$ cat config.mk
export PLATFORM = sky130hd
export DESIGN_NAME = safe_stop_drive_flat
export DESIGN_NICKNAME = d
export VERILOG_FILES = /design/src/inc/safe_stop_pkg.sv /design/src/inc/safe_stop_if.sv /design/src/design/safe_stop_drive.sv /design/src/flat_wrapper.sv
export SDC_FILE = /design/constraint.sdc
export NUM_CORES = 1
export LEC_CHECK = 0
export BUFFER_PORTS_ARGS = -buffer_cell sky130_fd_sc_hd__buf_2
export CORE_MARGIN = 5
export CORE_UTILIZATION = 40
export CTS_BUF_LIST = sky130_fd_sc_hd__clkbuf_4
export CTS_CLUSTER_SIZE = 20
export DETAILED_ROUTE_END_ITERATION = 8
export MAX_ROUTING_LAYER = met4
export PLACE_DENSITY = 0.68
export SYNTH_ARGS = -nofsm -noshare
export SYNTH_HDL_FRONTEND = slang
export SYNTH_SLANG_ARGS = --single-unit
$ cat constraint.sdc
create_clock -name pclk -period 10.07 [get_ports pclk]
set_clock_uncertainty 0.15 [all_clocks]
set_input_delay 1.5105 -clock pclk [delete_from_list [all_inputs] [get_ports pclk]]
set_output_delay 1.5105 -clock pclk [all_outputs]
set_load 0.01 [all_outputs]
$ cat src/inc/safe_stop_pkg.sv
package safe_stop_pkg;
  // monitoring cycle and clock
  localparam int unsigned CLK_FREQ_KHZ = 250000;
  localparam int unsigned MON_CYCLE_MS = 4;
  localparam int unsigned MON_CYCLE_CLKS = MON_CYCLE_MS * CLK_FREQ_KHZ;
  localparam int unsigned TICK_W = 20;
  localparam int unsigned TIMER_W = 10;
  localparam int unsigned SPEED_W = 16;
  localparam int unsigned POS_W = 16;

  // configured times in ms, timers count monitoring cycles (least times, rounded up)
  localparam int unsigned RAMP_MONITOR_DELAY_TIME_MS = 100;
  localparam int unsigned STOP_DELAY_TIME_MS = 2000;
  localparam int unsigned HOLD_DELAY_TIME_MS = 2000;
  localparam int unsigned RAMP_MONITORING_TIME_MS = 1000;
  localparam logic [TIMER_W-1:0] RAMP_MONITOR_DELAY_CYC =
    TIMER_W'((RAMP_MONITOR_DELAY_TIME_MS + MON_CYCLE_MS - 1) / MON_CYCLE_MS);
  localparam logic [TIMER_W-1:0] STOP_DELAY_CYC = TIMER_W'((STOP_DELAY_TIME_MS + MON_CYCLE_MS - 1) / MON_CYCLE_MS);
  localparam logic [TIMER_W-1:0] HOLD_DELAY_CYC = TIMER_W'((HOLD_DELAY_TIME_MS + MON_CYCLE_MS - 1) / MON_CYCLE_MS);
  localparam logic [TIMER_W-1:0] TIMER_MAX = 10'h3FF;

  // configured speeds and position window
  localparam logic [SPEED_W-1:0] RAMP_REFERENCE_SPEED = 16'h0BB8;
  localparam logic [SPEED_W-1:0] SUPERVISION_SPEED_LIMIT = 16'h0032;
  localparam logic [SPEED_W-1:0] SHUTDOWN_SPEED = 16'h0014;
  localparam logic [SPEED_W-1:0] SPEED_TOLERANCE = 16'h0064;
  localparam logic [POS_W:0] STANDSTILL_TOLERANCE = 17'h00010;
  localparam logic [SPEED_W-1:0] SPEED_MAX = 16'hFFFF;
  // permitted speed drop per monitoring cycle along the braking ramp
  localparam logic [SPEED_W-1:0] RAMP_STEP =
    SPEED_W'(int'(RAMP_REFERENCE_SPEED) * MON_CYCLE_MS / RAMP_MONITORING_TIME_MS);

  // controller register map on apb
  localparam int unsigned ADDR_W = 8;
  localparam logic [ADDR_W-1:0] CTRL_OFFSET = 8'h00;
  localparam logic [ADDR_W-1:0] STATUS_OFFSET = 8'h04;
  localparam int unsigned CTRL_STOP_BIT = 0;
  localparam int unsigned CTRL_HOLD_BIT = 1;
  localparam int unsigned CTRL_VARIANT_BIT = 2;
  localparam int unsigned CTRL_ON_OFF_BIT = 3;
  localparam int unsigned CTRL_COAST_BIT = 4;
  localparam int unsigned CTRL_W = 5;
  localparam logic [CTRL_W-1:0] CTRL_RESET = 5'h00;
  localparam int unsigned STATUS_W = 6;

  typedef enum logic [2:0] {
    ST_READY,
    ST_RUN,
    ST_STOP_BRAKE,
    ST_TORQUE_OFF,
    ST_HOLD_BRAKE,
    ST_STANDSTILL
  } drive_state_e;
endpackage

$ cat src/inc/safe_stop_if.sv
`timescale 1ns/10ps
`default_nettype none
// safety telegram between controller and drive
interface safe_stop_if;
  logic stop_select;
  logic hold_select;
  logic hold_ramp_variant;
  logic on_off_command;
  logic coast_stop_command;
  logic stop_active_flag;
  logic torque_removed_flag;
  logic stop_hold_active_flag;
  logic standstill_active_flag;
  logic fault_flag;
  logic ready_flag;

  modport drive_end (
    input stop_select, hold_select, hold_ramp_variant, on_off_command, coast_stop_command,
    output stop_active_flag, torque_removed_flag, stop_hold_active_flag, standstill_active_flag,
    fault_flag, ready_flag
  );
  modport ctrl_end (
    output stop_select, hold_select, hold_ramp_variant, on_off_command, coast_stop_command,
    input stop_active_flag, torque_removed_flag, stop_hold_active_flag, standstill_active_flag,
    fault_flag, ready_flag
  );
endinterface
`default_nettype wire

$ cat src/design/safe_stop_drive.sv
// What this block does
// - stop selection starts quick-stop braking at once
// - ramp supervision waits for ramp-delay timer
// - speed must stay under permitted braking ramp
// - ramp supervision ends below speed limit
// - torque off on stop delay or shutdown speed
// - after torque off, pulses stay inhibited
// - deselection gives ready; restart needs on edge
// - stop and torque-removed status flags
// - hold selected only by telegram bit
// - hold accel variant limits speed rise above the lowest speed seen
// - accel threshold tracks falling speed plus tolerance
// - accel supervision off below shared limit
// - hold ramp variant starts ramp-delay timer
// - hold delay expiry enters standstill supervision
// - standstill keeps closed loop, checks position
// - standstill violation runs stop then torque off
// - hold and standstill status flags
// - hold deselection allows immediate motion
// - selection and supervision in two channels
// - controller must not coast-stop on quick stop
// - external motion control prefers external braking
// - selection, supervision, timers and state evaluated once per 4 ms cycle; on edge caught every clock
//
// The register addresses and the APB register port were chosen for this implementation.
`timescale 1ns/10ps
`default_nettype none
module safe_stop_drive #(
  parameter int unsigned MON_CYCLE_CLKS = safe_stop_pkg::MON_CYCLE_CLKS
) (
  input wire logic pclk,                                          // system clock
  input wire logic presetn,                                       // async reset, low
  safe_stop_if.drive_end link,                                    // safety telegram
  input wire logic failsafe_digital_input,                        // stop select pin
  input wire logic [safe_stop_pkg::SPEED_W-1:0] speed_actual,     // speed magnitude
  input wire logic [safe_stop_pkg::POS_W-1:0] position_actual,    // motor position
  output logic quick_stop_ramp,                                   // brake on ramp
  output logic pulse_inhibit,                                     // pulses blocked
  output logic closed_loop_hold,                                  // hold in control
  output logic ready_to_switch_on                                 // ready state
);
  localparam int unsigned NCH = 2;

  // saturating speed plus tolerance, used by both supervisions
  function automatic logic [safe_stop_pkg::SPEED_W-1:0] add_tol(input logic [safe_stop_pkg::SPEED_W-1:0] s);
    logic [safe_stop_pkg::SPEED_W:0] sum;
    sum = {1'b0, s} + {1'b0, safe_stop_pkg::SPEED_TOLERANCE};
    add_tol = sum[safe_stop_pkg::SPEED_W] ? safe_stop_pkg::SPEED_MAX : sum[safe_stop_pkg::SPEED_W-1:0];
  endfunction

  safe_stop_pkg::drive_state_e state_ff, nxt_state;
  logic [safe_stop_pkg::TICK_W-1:0] tick_cnt_ff;
  logic tick_ff;
  logic [safe_stop_pkg::TIMER_W-1:0] t_ramp_ff, t_main_ff;
  logic [safe_stop_pkg::POS_W-1:0] pos_hold_ff;
  logic on_off_prev_ff, on_req_ff, reaction_ff, fault_ff;
  logic [NCH-1:0] ch_stop_ff, ch_hold_ff, ch_viol;
  logic [safe_stop_pkg::SPEED_W-1:0] ch_lim_ff [NCH];
  logic [safe_stop_pkg::SPEED_W-1:0] ch_thr_ff [NCH];
  logic quick_stop_ff, inhibit_ff, hold_loop_ff, ready_ff;
  logic stop_flag_ff, torque_flag_ff, hold_flag_ff, sos_flag_ff, fault_flag_ff;

  // monitoring cycle strobe; channels, timers and state move only on it
  wire tick_wrap = (tick_cnt_ff == safe_stop_pkg::TICK_W'(MON_CYCLE_CLKS - 1));
  always_ff @(posedge pclk or negedge presetn) begin
    if (!presetn) begin
      tick_cnt_ff <= '0;
      tick_ff <= 1'b0;
    end else begin
      tick_cnt_ff <= tick_wrap ? '0 : tick_cnt_ff + 1'b1;
      tick_ff <= tick_wrap;
    end
  end

  // selection and state decode
  wire stop_req = link.stop_select | failsafe_digital_input;
  wire hold_req = link.hold_select;
  wire stop_sel = |ch_stop_ff;  // either channel may select, safe side
  wire hold_sel = |ch_hold_ff;
  wire ch_mismatch = (ch_stop_ff[0] != ch_stop_ff[1]) | (ch_hold_ff[0] != ch_hold_ff[1]);
  wire in_stop = (state_ff == safe_stop_pkg::ST_STOP_BRAKE);
  wire in_hold = (state_ff == safe_stop_pkg::ST_HOLD_BRAKE);
  wire braking = in_stop | in_hold;
  wire above_limit = (speed_actual >= safe_stop_pkg::SUPERVISION_SPEED_LIMIT);
  wire ramp_delay_done = (t_ramp_ff >= safe_stop_pkg::RAMP_MONITOR_DELAY_CYC);
  wire ramp_sup_on = (in_stop | (in_hold & link.hold_ramp_variant)) & ramp_delay_done & above_limit;
  wire accel_sup_on = in_hold & ~link.hold_ramp_variant & above_limit;
  wire sup_viol = |ch_viol;
  wire stop_delay_done = (t_main_ff >= safe_stop_pkg::STOP_DELAY_CYC);
  wire hold_delay_done = (t_main_ff >= safe_stop_pkg::HOLD_DELAY_CYC);
  wire below_shutdown = (speed_actual < safe_stop_pkg::SHUTDOWN_SPEED);
  wire [safe_stop_pkg::POS_W:0] pos_diff = {1'b0, position_actual} - {1'b0, pos_hold_ff};
  wire [safe_stop_pkg::POS_W:0] pos_abs = pos_diff[safe_stop_pkg::POS_W] ? (~pos_diff + 1'b1) : pos_diff;
  wire sos_viol = (state_ff == safe_stop_pkg::ST_STANDSTILL) & (pos_abs > safe_stop_pkg::STANDSTILL_TOLERANCE);
  wire stop_release = ~stop_sel & ~(reaction_ff & hold_sel);
  wire on_edge = link.on_off_command & ~on_off_prev_ff;

  // two redundant channels for selection and supervision; the quick-stop ramp itself is single
  for (genvar i = 0; i < NCH; i++) begin : g_chan
    always_ff @(posedge pclk or negedge presetn) begin
      if (!presetn) begin
        ch_stop_ff[i] <= 1'b0;
        ch_hold_ff[i] <= 1'b0;
        ch_lim_ff[i] <= '0;
        ch_thr_ff[i] <= '0;
      end else if (tick_ff) begin
        ch_stop_ff[i] <= stop_req;
        ch_hold_ff[i] <= hold_req;
        // permitted ramp starts at speed plus tolerance at selection, then falls one step per cycle
        if (!braking) begin
          ch_lim_ff[i] <= add_tol(speed_actual);
        end else begin
          ch_lim_ff[i] <= (ch_lim_ff[i] > safe_stop_pkg::RAMP_STEP) ? ch_lim_ff[i] - safe_stop_pkg::RAMP_STEP : '0;
        end
        // during hold the accel threshold only moves down with speed, so re-acceleration trips it
        if (!in_hold || add_tol(speed_actual) < ch_thr_ff[i]) begin
          ch_thr_ff[i] <= add_tol(speed_actual);
        end
      end
    end
    assign ch_viol[i] = (ramp_sup_on & (speed_actual > ch_lim_ff[i])) |
                        (accel_sup_on & (speed_actual > ch_thr_ff[i]));
  end

  // state transitions, taken only on the monitoring strobe
  always_comb begin
    nxt_state = state_ff;
    case (state_ff)
      safe_stop_pkg::ST_READY: begin
        if (stop_sel) begin
          nxt_state = safe_stop_pkg::ST_STOP_BRAKE;
        end else if (on_req_ff) begin
          nxt_state = safe_stop_pkg::ST_RUN;
        end
      end
      safe_stop_pkg::ST_RUN: begin
        if (stop_sel) begin
          nxt_state = safe_stop_pkg::ST_STOP_BRAKE;
        end else if (hold_sel) begin
          nxt_state = safe_stop_pkg::ST_HOLD_BRAKE;
        end else if (link.coast_stop_command) begin
          nxt_state = safe_stop_pkg::ST_READY;
        end
      end
      safe_stop_pkg::ST_STOP_BRAKE: begin
        if (stop_release) begin
          nxt_state = safe_stop_pkg::ST_READY;
        end else if (sup_viol || stop_delay_done || below_shutdown) begin
          nxt_state = safe_stop_pkg::ST_TORQUE_OFF;
        end
      end
      safe_stop_pkg::ST_TORQUE_OFF: begin
        if (stop_release) begin
          nxt_state = safe_stop_pkg::ST_READY;
        end
      end
      safe_stop_pkg::ST_HOLD_BRAKE: begin
        if (stop_sel) begin
          nxt_state = safe_stop_pkg::ST_STOP_BRAKE;
        end else if (!hold_sel) begin
          nxt_state = safe_stop_pkg::ST_RUN;
        end else if (sup_viol) begin
          nxt_state = safe_stop_pkg::ST_TORQUE_OFF;
        end else if (hold_delay_done) begin
          nxt_state = safe_stop_pkg::ST_STANDSTILL;
        end
      end
      safe_stop_pkg::ST_STANDSTILL: begin
        if (stop_sel || sos_viol) begin
          nxt_state = safe_stop_pkg::ST_STOP_BRAKE;
        end else if (!hold_sel) begin
          nxt_state = safe_stop_pkg::ST_RUN;
        end
      end
      default: nxt_state = safe_stop_pkg::ST_TORQUE_OFF;
    endcase
  end

  // state, timers and latched conditions
  always_ff @(posedge pclk or negedge presetn) begin
    if (!presetn) begin
      state_ff <= safe_stop_pkg::ST_READY;
      t_ramp_ff <= '0;
      t_main_ff <= '0;
      pos_hold_ff <= '0;
      reaction_ff <= 1'b0;
      fault_ff <= 1'b0;
    end else if (tick_ff) begin
      state_ff <= nxt_state;
      // timers restart on every state change, so each selection starts them afresh
      t_ramp_ff <= (nxt_state != state_ff) ? '0 : (t_ramp_ff == safe_stop_pkg::TIMER_MAX) ? t_ramp_ff : t_ramp_ff + 1'b1;
      t_main_ff <= (nxt_state != state_ff) ? '0 : (t_main_ff == safe_stop_pkg::TIMER_MAX) ? t_main_ff : t_main_ff + 1'b1;
      if (nxt_state == safe_stop_pkg::ST_STANDSTILL && state_ff != safe_stop_pkg::ST_STANDSTILL) begin
        pos_hold_ff <= position_actual;
      end
      // set wins over clear for both latches
      reaction_ff <= sos_viol | (reaction_ff & (nxt_state != safe_stop_pkg::ST_READY));
      fault_ff <= sup_viol | ch_mismatch |
                  (fault_ff & (nxt_state != safe_stop_pkg::ST_READY) & (nxt_state != safe_stop_pkg::ST_RUN));
    end
  end

  // on command edge is caught between strobes so a short pulse is not lost
  always_ff @(posedge pclk or negedge presetn) begin
    if (!presetn) begin
      on_off_prev_ff <= 1'b0;
      on_req_ff <= 1'b0;
    end else begin
      on_off_prev_ff <= link.on_off_command;
      on_req_ff <= (on_edge & (state_ff == safe_stop_pkg::ST_READY)) |
                   (on_req_ff & (state_ff == safe_stop_pkg::ST_READY));
    end
  end

  // registered outputs and telegram status, decoded from the current state
  always_ff @(posedge pclk or negedge presetn) begin
    if (!presetn) begin
      quick_stop_ff <= 1'b0;
      inhibit_ff <= 1'b1;
      hold_loop_ff <= 1'b0;
      ready_ff <= 1'b1;
      stop_flag_ff <= 1'b0;
      torque_flag_ff <= 1'b0;
      hold_flag_ff <= 1'b0;
      sos_flag_ff <= 1'b0;
      fault_flag_ff <= 1'b0;
    end else begin
      quick_stop_ff <= (state_ff == safe_stop_pkg::ST_STOP_BRAKE) | in_hold;
      inhibit_ff <= (state_ff == safe_stop_pkg::ST_TORQUE_OFF) | (state_ff == safe_stop_pkg::ST_READY);
      hold_loop_ff <= (state_ff == safe_stop_pkg::ST_STANDSTILL);
      ready_ff <= (state_ff == safe_stop_pkg::ST_READY);
      stop_flag_ff <= in_stop | (state_ff == safe_stop_pkg::ST_TORQUE_OFF);
      torque_flag_ff <= (state_ff == safe_stop_pkg::ST_TORQUE_OFF);
      // hold status covers the whole hold path, so standstill status never shows without it
      hold_flag_ff <= in_hold | (state_ff == safe_stop_pkg::ST_STANDSTILL) |
                      (hold_sel & (state_ff != safe_stop_pkg::ST_READY));
      sos_flag_ff <= (state_ff == safe_stop_pkg::ST_STANDSTILL);
      // fault moves on the same clock as the state-derived flags, never ahead of them
      fault_flag_ff <= fault_ff;
    end
  end

  assign quick_stop_ramp = quick_stop_ff;
  assign pulse_inhibit = inhibit_ff;
  assign closed_loop_hold = hold_loop_ff;
  assign ready_to_switch_on = ready_ff;
  assign link.stop_active_flag = stop_flag_ff;
  assign link.torque_removed_flag = torque_flag_ff;
  assign link.stop_hold_active_flag = hold_flag_ff;
  assign link.standstill_active_flag = sos_flag_ff;
  assign link.fault_flag = fault_flag_ff;
  assign link.ready_flag = ready_ff;
endmodule
`default_nettype wire

$ cat src/flat_wrapper.sv
// flat-port wrapper written by rule: the top's interface ports become plain ports
module safe_stop_drive_flat 
#(
  parameter int unsigned MON_CYCLE_CLKS = safe_stop_pkg::MON_CYCLE_CLKS
)
  (pclk, presetn, failsafe_digital_input, speed_actual, position_actual, quick_stop_ramp, pulse_inhibit, closed_loop_hold, ready_to_switch_on, link_stop_select, link_hold_select, link_hold_ramp_variant, link_on_off_command, link_coast_stop_command, link_stop_active_flag, link_torque_removed_flag, link_stop_hold_active_flag, link_standstill_active_flag, link_fault_flag, link_ready_flag);
  safe_stop_if link_i ();
  input wire logic pclk;
  input wire logic presetn;
  input wire logic failsafe_digital_input;
  input wire logic [safe_stop_pkg::SPEED_W-1:0] speed_actual;
  input wire logic [safe_stop_pkg::POS_W-1:0] position_actual;
  output logic quick_stop_ramp;
  output logic pulse_inhibit;
  output logic closed_loop_hold;
  output logic ready_to_switch_on;
  input wire logic [$bits(link_i.stop_select)-1:0] link_stop_select;
  input wire logic [$bits(link_i.hold_select)-1:0] link_hold_select;
  input wire logic [$bits(link_i.hold_ramp_variant)-1:0] link_hold_ramp_variant;
  input wire logic [$bits(link_i.on_off_command)-1:0] link_on_off_command;
  input wire logic [$bits(link_i.coast_stop_command)-1:0] link_coast_stop_command;
  output wire logic [$bits(link_i.stop_active_flag)-1:0] link_stop_active_flag;
  output wire logic [$bits(link_i.torque_removed_flag)-1:0] link_torque_removed_flag;
  output wire logic [$bits(link_i.stop_hold_active_flag)-1:0] link_stop_hold_active_flag;
  output wire logic [$bits(link_i.standstill_active_flag)-1:0] link_standstill_active_flag;
  output wire logic [$bits(link_i.fault_flag)-1:0] link_fault_flag;
  output wire logic [$bits(link_i.ready_flag)-1:0] link_ready_flag;
  assign link_i.stop_select = link_stop_select;
  assign link_i.hold_select = link_hold_select;
  assign link_i.hold_ramp_variant = link_hold_ramp_variant;
  assign link_i.on_off_command = link_on_off_command;
  assign link_i.coast_stop_command = link_coast_stop_command;
  assign link_stop_active_flag = link_i.stop_active_flag;
  assign link_torque_removed_flag = link_i.torque_removed_flag;
  assign link_stop_hold_active_flag = link_i.stop_hold_active_flag;
  assign link_standstill_active_flag = link_i.standstill_active_flag;
  assign link_fault_flag = link_i.fault_flag;
  assign link_ready_flag = link_i.ready_flag;
  safe_stop_drive #(.MON_CYCLE_CLKS(MON_CYCLE_CLKS)) u_core (.pclk(pclk), .presetn(presetn), .link(link_i), .failsafe_digital_input(failsafe_digital_input), .speed_actual(speed_actual), .position_actual(position_actual), .quick_stop_ramp(quick_stop_ramp), .pulse_inhibit(pulse_inhibit), .closed_loop_hold(closed_loop_hold), .ready_to_switch_on(ready_to_switch_on));
endmodule
==> results of run 1 <==
==> power groups by stage <==
stage	logic (mW)	clock network (mW)	registers (mW)
global placement	0.167	0	0.565
CTS	0.173	0.413	0.555
global route	0.196	0.434	0.555
finish	0.172	0.400	0.555
floorplan	0.110	0	0.565
detailed placement	0.171	0	0.565
==> registers in the layout, summed over array words and instances (netlist names), 3 cells and up <==
signal	cells
u_core.tick_cnt_ff	20
u_core.t_main_ff	10
u_core.ch_lim_ff	32
u_core.pos_hold_ff	16
u_core.ch_thr_ff	32
u_core.state_ff	3
u_core.t_ramp_ff	10
==> cell type report <==
| cell class | instances | area share (%) |
|---|---|---|
| flip-flops and latches | 138 | 30.2 |
| multi-input cells | 911 | 57.0 |
| inverters | 110 | 3.61 |
| clock buffers | 17 | 1.11 |
| well taps | 335 | 3.66 |
| repair buffers | 57 | 2.72 |
| diodes | 1 | 0.0219 |
| clock inverters | 15 | 1.74 |
==> stage by stage <==
stage               cells  util [%]  setup slack [ps]  area [sq um]
floorplan            1201         -              4280         10600
CTS                  1583      43.9              3980         11400
global placement     1551      42.7              3480         11100
global route         1584      43.9              3640         11500
finish               1584      43.9              3940         11500
detailed placement   1551      42.7              3340         11100
==> cells in the final DEF (no fill, tap or decap), drive strengths merged, types with 12 or more instances in the layout <==
master | Yosys | layout
a21o | 12 | 12
a21oi | 62 | 62
a22o | 26 | 26
a31oi | 14 | 14
and3 | 13 | 13
buf | 11 | 57
clkbuf | 31 | 17
dfrtp | 136 | 136
ha | 122 | 122
inv | 110 | 116
mux2 | 52 | 52
nand2 | 98 | 98
nand3 | 53 | 53
nand4 | 27 | 27
nor2 | 100 | 100
nor2b | 15 | 15
nor3 | 25 | 25
nor4 | 13 | 13
o21ai | 86 | 86
o31ai | 12 | 12
xnor2 | 24 | 24
xor2 | 29 | 29
==> synth_stat cells (10+ instances only) <==
| cell type | count |
|---|---|
| nand3_1 | 53 |
| nor4_1 | 11 |
| inv_1 | 110 |
| ha_1 | 122 |
| nand2b_1 | 10 |
| nand2_1 | 98 |
| a21oi_1 | 61 |
| a21o_1 | 12 |
| o31ai_1 | 12 |
| dfrtp_1 | 136 |
| nor2_1 | 100 |
| o21ai_0 | 81 |
| nor3_1 | 25 |
| xor2_1 | 29 |
| a31oi_1 | 14 |
| and3_1 | 13 |
| clkbuf_1 | 31 |
| a22o_1 | 26 |
| nor2b_1 | 15 |
| xnor2_1 | 24 |
| nand4_1 | 27 |
| mux2_2 | 36 |
==> how the worst max path moves through the flow <==
stage	endpoint	slack, ps	cells past startpoint	startpoint
final	u_core.pos_hold_ff[5]	3940	13	position_actual[5]
after global routing	u_core.pos_hold_ff[4]	3640	13	position_actual[5]
after CTS	u_core.pos_hold_ff[5]	3980	13	position_actual[5]
after detailed placement	u_core.pos_hold_ff[0]	3340	13	position_actual[5]
after global placement	u_core.pos_hold_ff[0]	3480	16	position_actual[0]
after floorplan	u_core.pos_hold_ff[10]	4280	17	position_actual[0]
==> worst max-delay path: stages <==
cell      delay [ps]
buf_2            110
ha_1             360
a21oi_1          430
a31oi_1          200
a211o_1          340
a31oi_1          720
mux2_2           300
o221ai_1         120
or4_4            580
nor4_4           240
a21oi_1          140
or4b_1           950
mux2_1           470
==> metal layers <==
metal	part of all wire (%)	GRT usage [%]	vias up
met4	1.4	4.42	0
li1	-	-	4407
met2	48	28.3	183
met1	46	22.3	4272
met5	0	-	-
met3	3.7	2.77	28
==> kinds of logic (layout without fill, tap and decap cells) <==
family / after synthesis / after routing / synth area share [%]
and+or+nand+nor: 390 / 390 / 18.2
AOI/OAI and AO/OA: 287 / 287 / 18.0
buffers and inverters: 152 / 199 / 5.68
DFF: 138 / 138 / 32.7
adders and majority gates: 123 / 123 / 14.6
muxes: 58 / 58 / 6.43
xor gates and xnor gates: 53 / 53 / 4.39
other: 0 / 1 / 0
==> flow_metrics.py, run 1 <==
metrics = {
    "flow_run": {
        "max-cap-violations": 0,
    },
    "placement": {
        "gp_congestion": 0.880,
        "dp_hpwl_mm": 18.7,
        "numPortBuffers": 49,
    },
    "clocking": {
        "cts_tree": "done",
        "postCtsHoldBufs": 0,
        "htreeDepth": 4,
        "cts_root_buffer": "clkbuf_4",
        "cts_buffers": 17,
        "post_cts_buffers": 0,
        "insertion_delay_ps": 610,
        "cts_resized": 0,
        "path_clk_slew_ps": 150,
        "clock-sinks": 138,
        "cts_buffer_depth": 2,
    },
    "synth": {
        "yosysTopAreaCell": "dfrtp_1",
        "syn_area_per_cell_sq_um": 8.80,
        "synth-warning-count": 0,
        "synth_edf_count": 0,
        "syn_area_sq_um": 10600,
        "synth_flop_cell": "dfrtp_1",
        "synth_top_area_share_pct": 32.2,
        "seq_area_frac_synth_pct": 32.7,
        "synth-async-reset-ratio_pct": 100,
        "ys_ff_latch": 138,
        "syn-num-nets": 1364,
        "synth.area.top_cells": "dfrtp_1 32%, ha_1 14%, inv_1 3.9%",
        "synth_cells": 1201,
        "yosysUniqueCellTypes": 78,
    },
    "pwr": {
        "p_clk_share_pct": 35.5,
        "combPwrFrac_pct": 15.3,
        "netSwitchingFraction_pct": 34.3,
        "p_switching_mw": 0.387,
        "p_int_mw": 0.740,
        "ir_drop_mv": 0.0655,
        "seq_power_share_pct": 49.2,
        "power.leakage_nw": 5.31,
        "power_density_nw_per_um2": 98.3,
        "p_total_mw": 1.13,
    },
    "sta": {
        "slew_headroom_pct": 21.2,
        "tns_ps": 0,
        "setup_viol": 0,
        "hold_slack_ps": 270,
        "rsz0062_at_grt": "no",
        "fmax_ghz": 0.163,
        "min_period_ps": 6130,
        "min_period_over_period_pct": 60.9,
        "worstMarginPinSlew_ps": 1170,
        "hold_violations": 0,
        "finalMaxSlewViolations": 0,
    },
    "global_route": {
        "grt_usage_pct": 17.2,
        "grt-ovfl-total": 0,
        "antenna_found_initial": 1,
        "grt_pass1_vias": 8671,
        "grt_start_max_net_pins": 83,
        "grt_pass1_wl_mm": 42.3,
    },
    "worst_setup_path": {
        "path_max_fanout": 16,
        "r2r_start": "u_core.pos_hold_ff[9]",
        "cp.arrival_ps": 6470,
        "path_class": "input port to flip-flop",
        "r2r-end": "u_core.pos_hold_ff[5]",
        "end_kind": "flip-flop",
        "cp-start-kind": "input port",
        "worst_ep_required_time_ps": 10410,
        "r2r_slack_ps": 4580,
        "rr_worst_depth": 14,
    },
    "final_layout": {
        "nFillCells": 2586,
        "multi_input_area_sq_um": 6520,
        "area.growth.synth_to_final_pct": 8.36,
        "final_layout_size_suffix_gt1_share_pct": 12.4,
        "regArea_sq_um": 3460,
        "nets": 1398,
    },
    "min_path": {
        "whs_path_depth": 0,
        "hold_path_startpoint": "u_core.fault_ff",
        "holdPathEnd": "u_core.link.fault_flag",
        "hold_class": "flip-flop to flip-flop",
    },
    "detailed_routing": {
        "firstDrtPassIters": 7,
        "vias_per_cell": 5.61,
        "route.final.wire_length_mm": 25.1,
        "route.vias.total": 8890,
        "initialDrtViolationCount": 672,
        "drcViolationCount": 0,
        "ant_nets": 0,
        "routedWlPerCell_microns": 15.9,
    },
    "status": {
        "status": "finished clean",
    },
    "floorplanning": {
        "chipWidth_microns": 173,
        "core_area_sq_um": 26100,
        "start_util_pct": 40.6,
        "fp.dieH_microns": 173,
        "io_pins": 50,
        "fp.dieArea_sq_um": 29800,
        "rows": 59,
    },
}
Power figures use the tool's default switching activity.
==> run 2: changes to the inputs <==
- PLACE_DENSITY: 0.68 -> 0.7
- clock period: 10.07 -> 5.2 ns (I/O delays scaled with it)
==> run 2 against run 1 <==
Net effect: worst hold slack got worse by 150 ps; sequential cell count unchanged; wire length increased by 0.91%; non-clock buffer count increased by 41; register-to-register slack got worse by 4100 ps; sequential power increased by 93%; global-route usage increased by 0.25 points; combinational power increased by 110%.
==> flow_metrics.py, run 2 (synthesized netlist as in run 1, its figures left out) <==
metrics = {
    "clocking": {
        "cts_tree": "done",
        "clock-sinks": 138,
        "cts_resized": 0,
        "path_clk_slew_ps": 170,
        "postCtsHoldBufs": 0,
        "insertion_delay_ps": 610,
        "cts_root_buffer": "clkbuf_4",
        "post_cts_buffers": 0,
        "cts_buffer_depth": 2,
        "cts_buffers": 17,
        "htreeDepth": 4,
    },
    "final_layout": {
        "nFillCells": 2516,
        "nets": 1439,
        "final_cell_mix": "135 x dfrtp_1, 122 x ha_1, 110 x inv_1, 100 x nor2_1, 98 x nand2_1",
        "top_regs": "u_core.ch_lim_ff x32, u_core.ch_thr_ff x32, u_core.tick_cnt_ff x20",
        "regArea_sq_um": 3460,
        "utilization_pct": 45.3,
        "multi_input_area_sq_um": 6520,
        "area.growth.synth_to_final_pct": 11.6,
        "final_layout_size_suffix_gt1_share_pct": 15.2,
        "final_common_cell": "dfrtp_1",
    },
    "sta": {
        "finalWorstSetupSlack_ps": 432,
        "min_period_over_period_pct": 91.7,
        "finalMaxSlewViolations": 0,
        "hold_slack_ps": 119,
        "min_period_ps": 4770,
        "slew_headroom_pct": 24.0,
        "tns_ps": 0,
        "hold_violations": 0,
        "rsz0062_at_grt": "no",
        "fmax_ghz": 0.210,
        "setup_viol": 0,
        "worstMarginPinSlew_ps": 1130,
    },
    "worst_setup_path": {
        "end_kind": "flip-flop",
        "rr_worst_depth": 15,
        "path_class": "flip-flop to flip-flop",
        "worst_ep_required_time_ps": 5540,
        "path_max_fanout": 16,
        "cp.arrival_ps": 5110,
        "r2r_slack_ps": 430,
        "cp-start-kind": "flip-flop",
    },
    "placement": {
        "pre_cts_ws_ps": -90.6,
        "numPortBuffers": 49,
        "gp_congestion": 0.859,
        "dp_hpwl_mm": 19.1,
    },
    "detailed_routing": {
        "firstDrtPassIters": 7,
        "vias_per_cell": 5.58,
        "ant_nets": 0,
        "initialDrtViolationCount": 626,
        "drcViolationCount": 0,
        "route.final.wire_length_mm": 25.4,
        "route.vias.total": 9064,
        "routedWlPerCell_microns": 15.6,
    },
    "floorplanning": {
        "fp.dieH_microns": 173,
        "fp.dieArea_sq_um": 29800,
        "io_pins": 50,
        "core_area_sq_um": 26100,
        "rows": 59,
        "start_util_pct": 40.6,
        "chipWidth_microns": 173,
    },
    "global_route": {
        "antenna_found_initial": 1,
        "grt-ovfl-total": 0,
        "grt_pass1_wl_mm": 42.9,
        "top_usage_layer": "met2",
        "grt_pass1_vias": 8826,
        "grt_start_max_net_pins": 102,
        "grt_usage_pct": 17.5,
        "met1_usage_pct": 22.4,
        "met2_usage_pct": 28.3,
        "grt_util_met3_pct": 3.21,
    },
    "pwr": {
        "p_total_mw": 2.22,
        "p_int_mw": 1.46,
        "p_clk_share_pct": 35.2,
        "netSwitchingFraction_pct": 34.3,
        "power.leakage_nw": 5.52,
        "ir_drop_mv": 0.132,
        "seq_power_share_pct": 48.5,
        "power_density_nw_per_um2": 188,
        "combPwrFrac_pct": 16.4,
        "p_switching_mw": 0.759,
    },
    "status": {
        "status": "finished clean",
    },
    "min_path": {
        "hold_class": "input port to async pin",
    },
    "flow_run": {
        "max-cap-violations": 0,
    },
}
[run 2: per-layer routing]
| layer | routed length, microns | share of wire [%] | vias up |
|---|---|---|---|
| met3 | 1140 | 4.5 | 34 |
| li1 | - | - | 4484 |
| met2 | 12200 | 48 | 221 |
| met5 | 0 | 0 | - |
| met1 | 11600 | 46 | 4325 |
| met4 | 501 | 2.0 | 0 |
[run 2: cell type report]
cell class	count	share of cell area, %
clock inverters	15	1.67
well taps	335	3.55
diodes	1	0.0212
multi-input cells	911	55.3
clock buffers	17	1.08
flip-flops and latches	138	29.3
inverters	110	3.50
repair buffers	98	5.57
[run 2: worst max-delay path: stages, from the launching register on]
cell	delay (ps)
dfrtp_1	410
ha_1	210
fa_1	390
nand2b_1	170
a21oi_1	230
xor2_1	130
or3_4	380
or3_1	300
a22oi_1	170
o32ai_1	130
or4_4	550
nor4_4	240
a21oi_1	120
or4b_1	570
buf_12	200
mux2_1	320
[run 2: power by group through the flow]
stage	Sequential [mW]	Clock [mW]	Combinational, mW
6_report	1.07	0.780	0.362
5_1_grt	1.07	0.851	0.411
4_1_cts	1.07	0.808	0.363
3_5_place_dp	1.09	0	0.360
3_3_place_gp	1.09	0	0.350
2_1_floorplan	1.09	0	0.214
[run 2: worst paths after layout]
check,startpoint,to
worst min-delay path,presetn,u_core.ch_thr_ff[12]
worst min register to register,u_core.fault_ff,u_core.link.fault_flag
min in group pclk,link_on_off_command,u_core.on_off_prev_ff
max in group asynchronous,presetn,u_core.tick_ff
worst max register to register,u_core.pos_hold_ff[0],u_core.pos_hold_ff[2]
worst max-delay path,u_core.pos_hold_ff[0],u_core.pos_hold_ff[2]
[run 2: per-stage QoR]
step,area [sq um],instances
detailed placement,11500,1592
floorplan,10600,1201
global placement,11500,1592
finish,11800,1625
global route,11800,1625
CTS,11800,1624
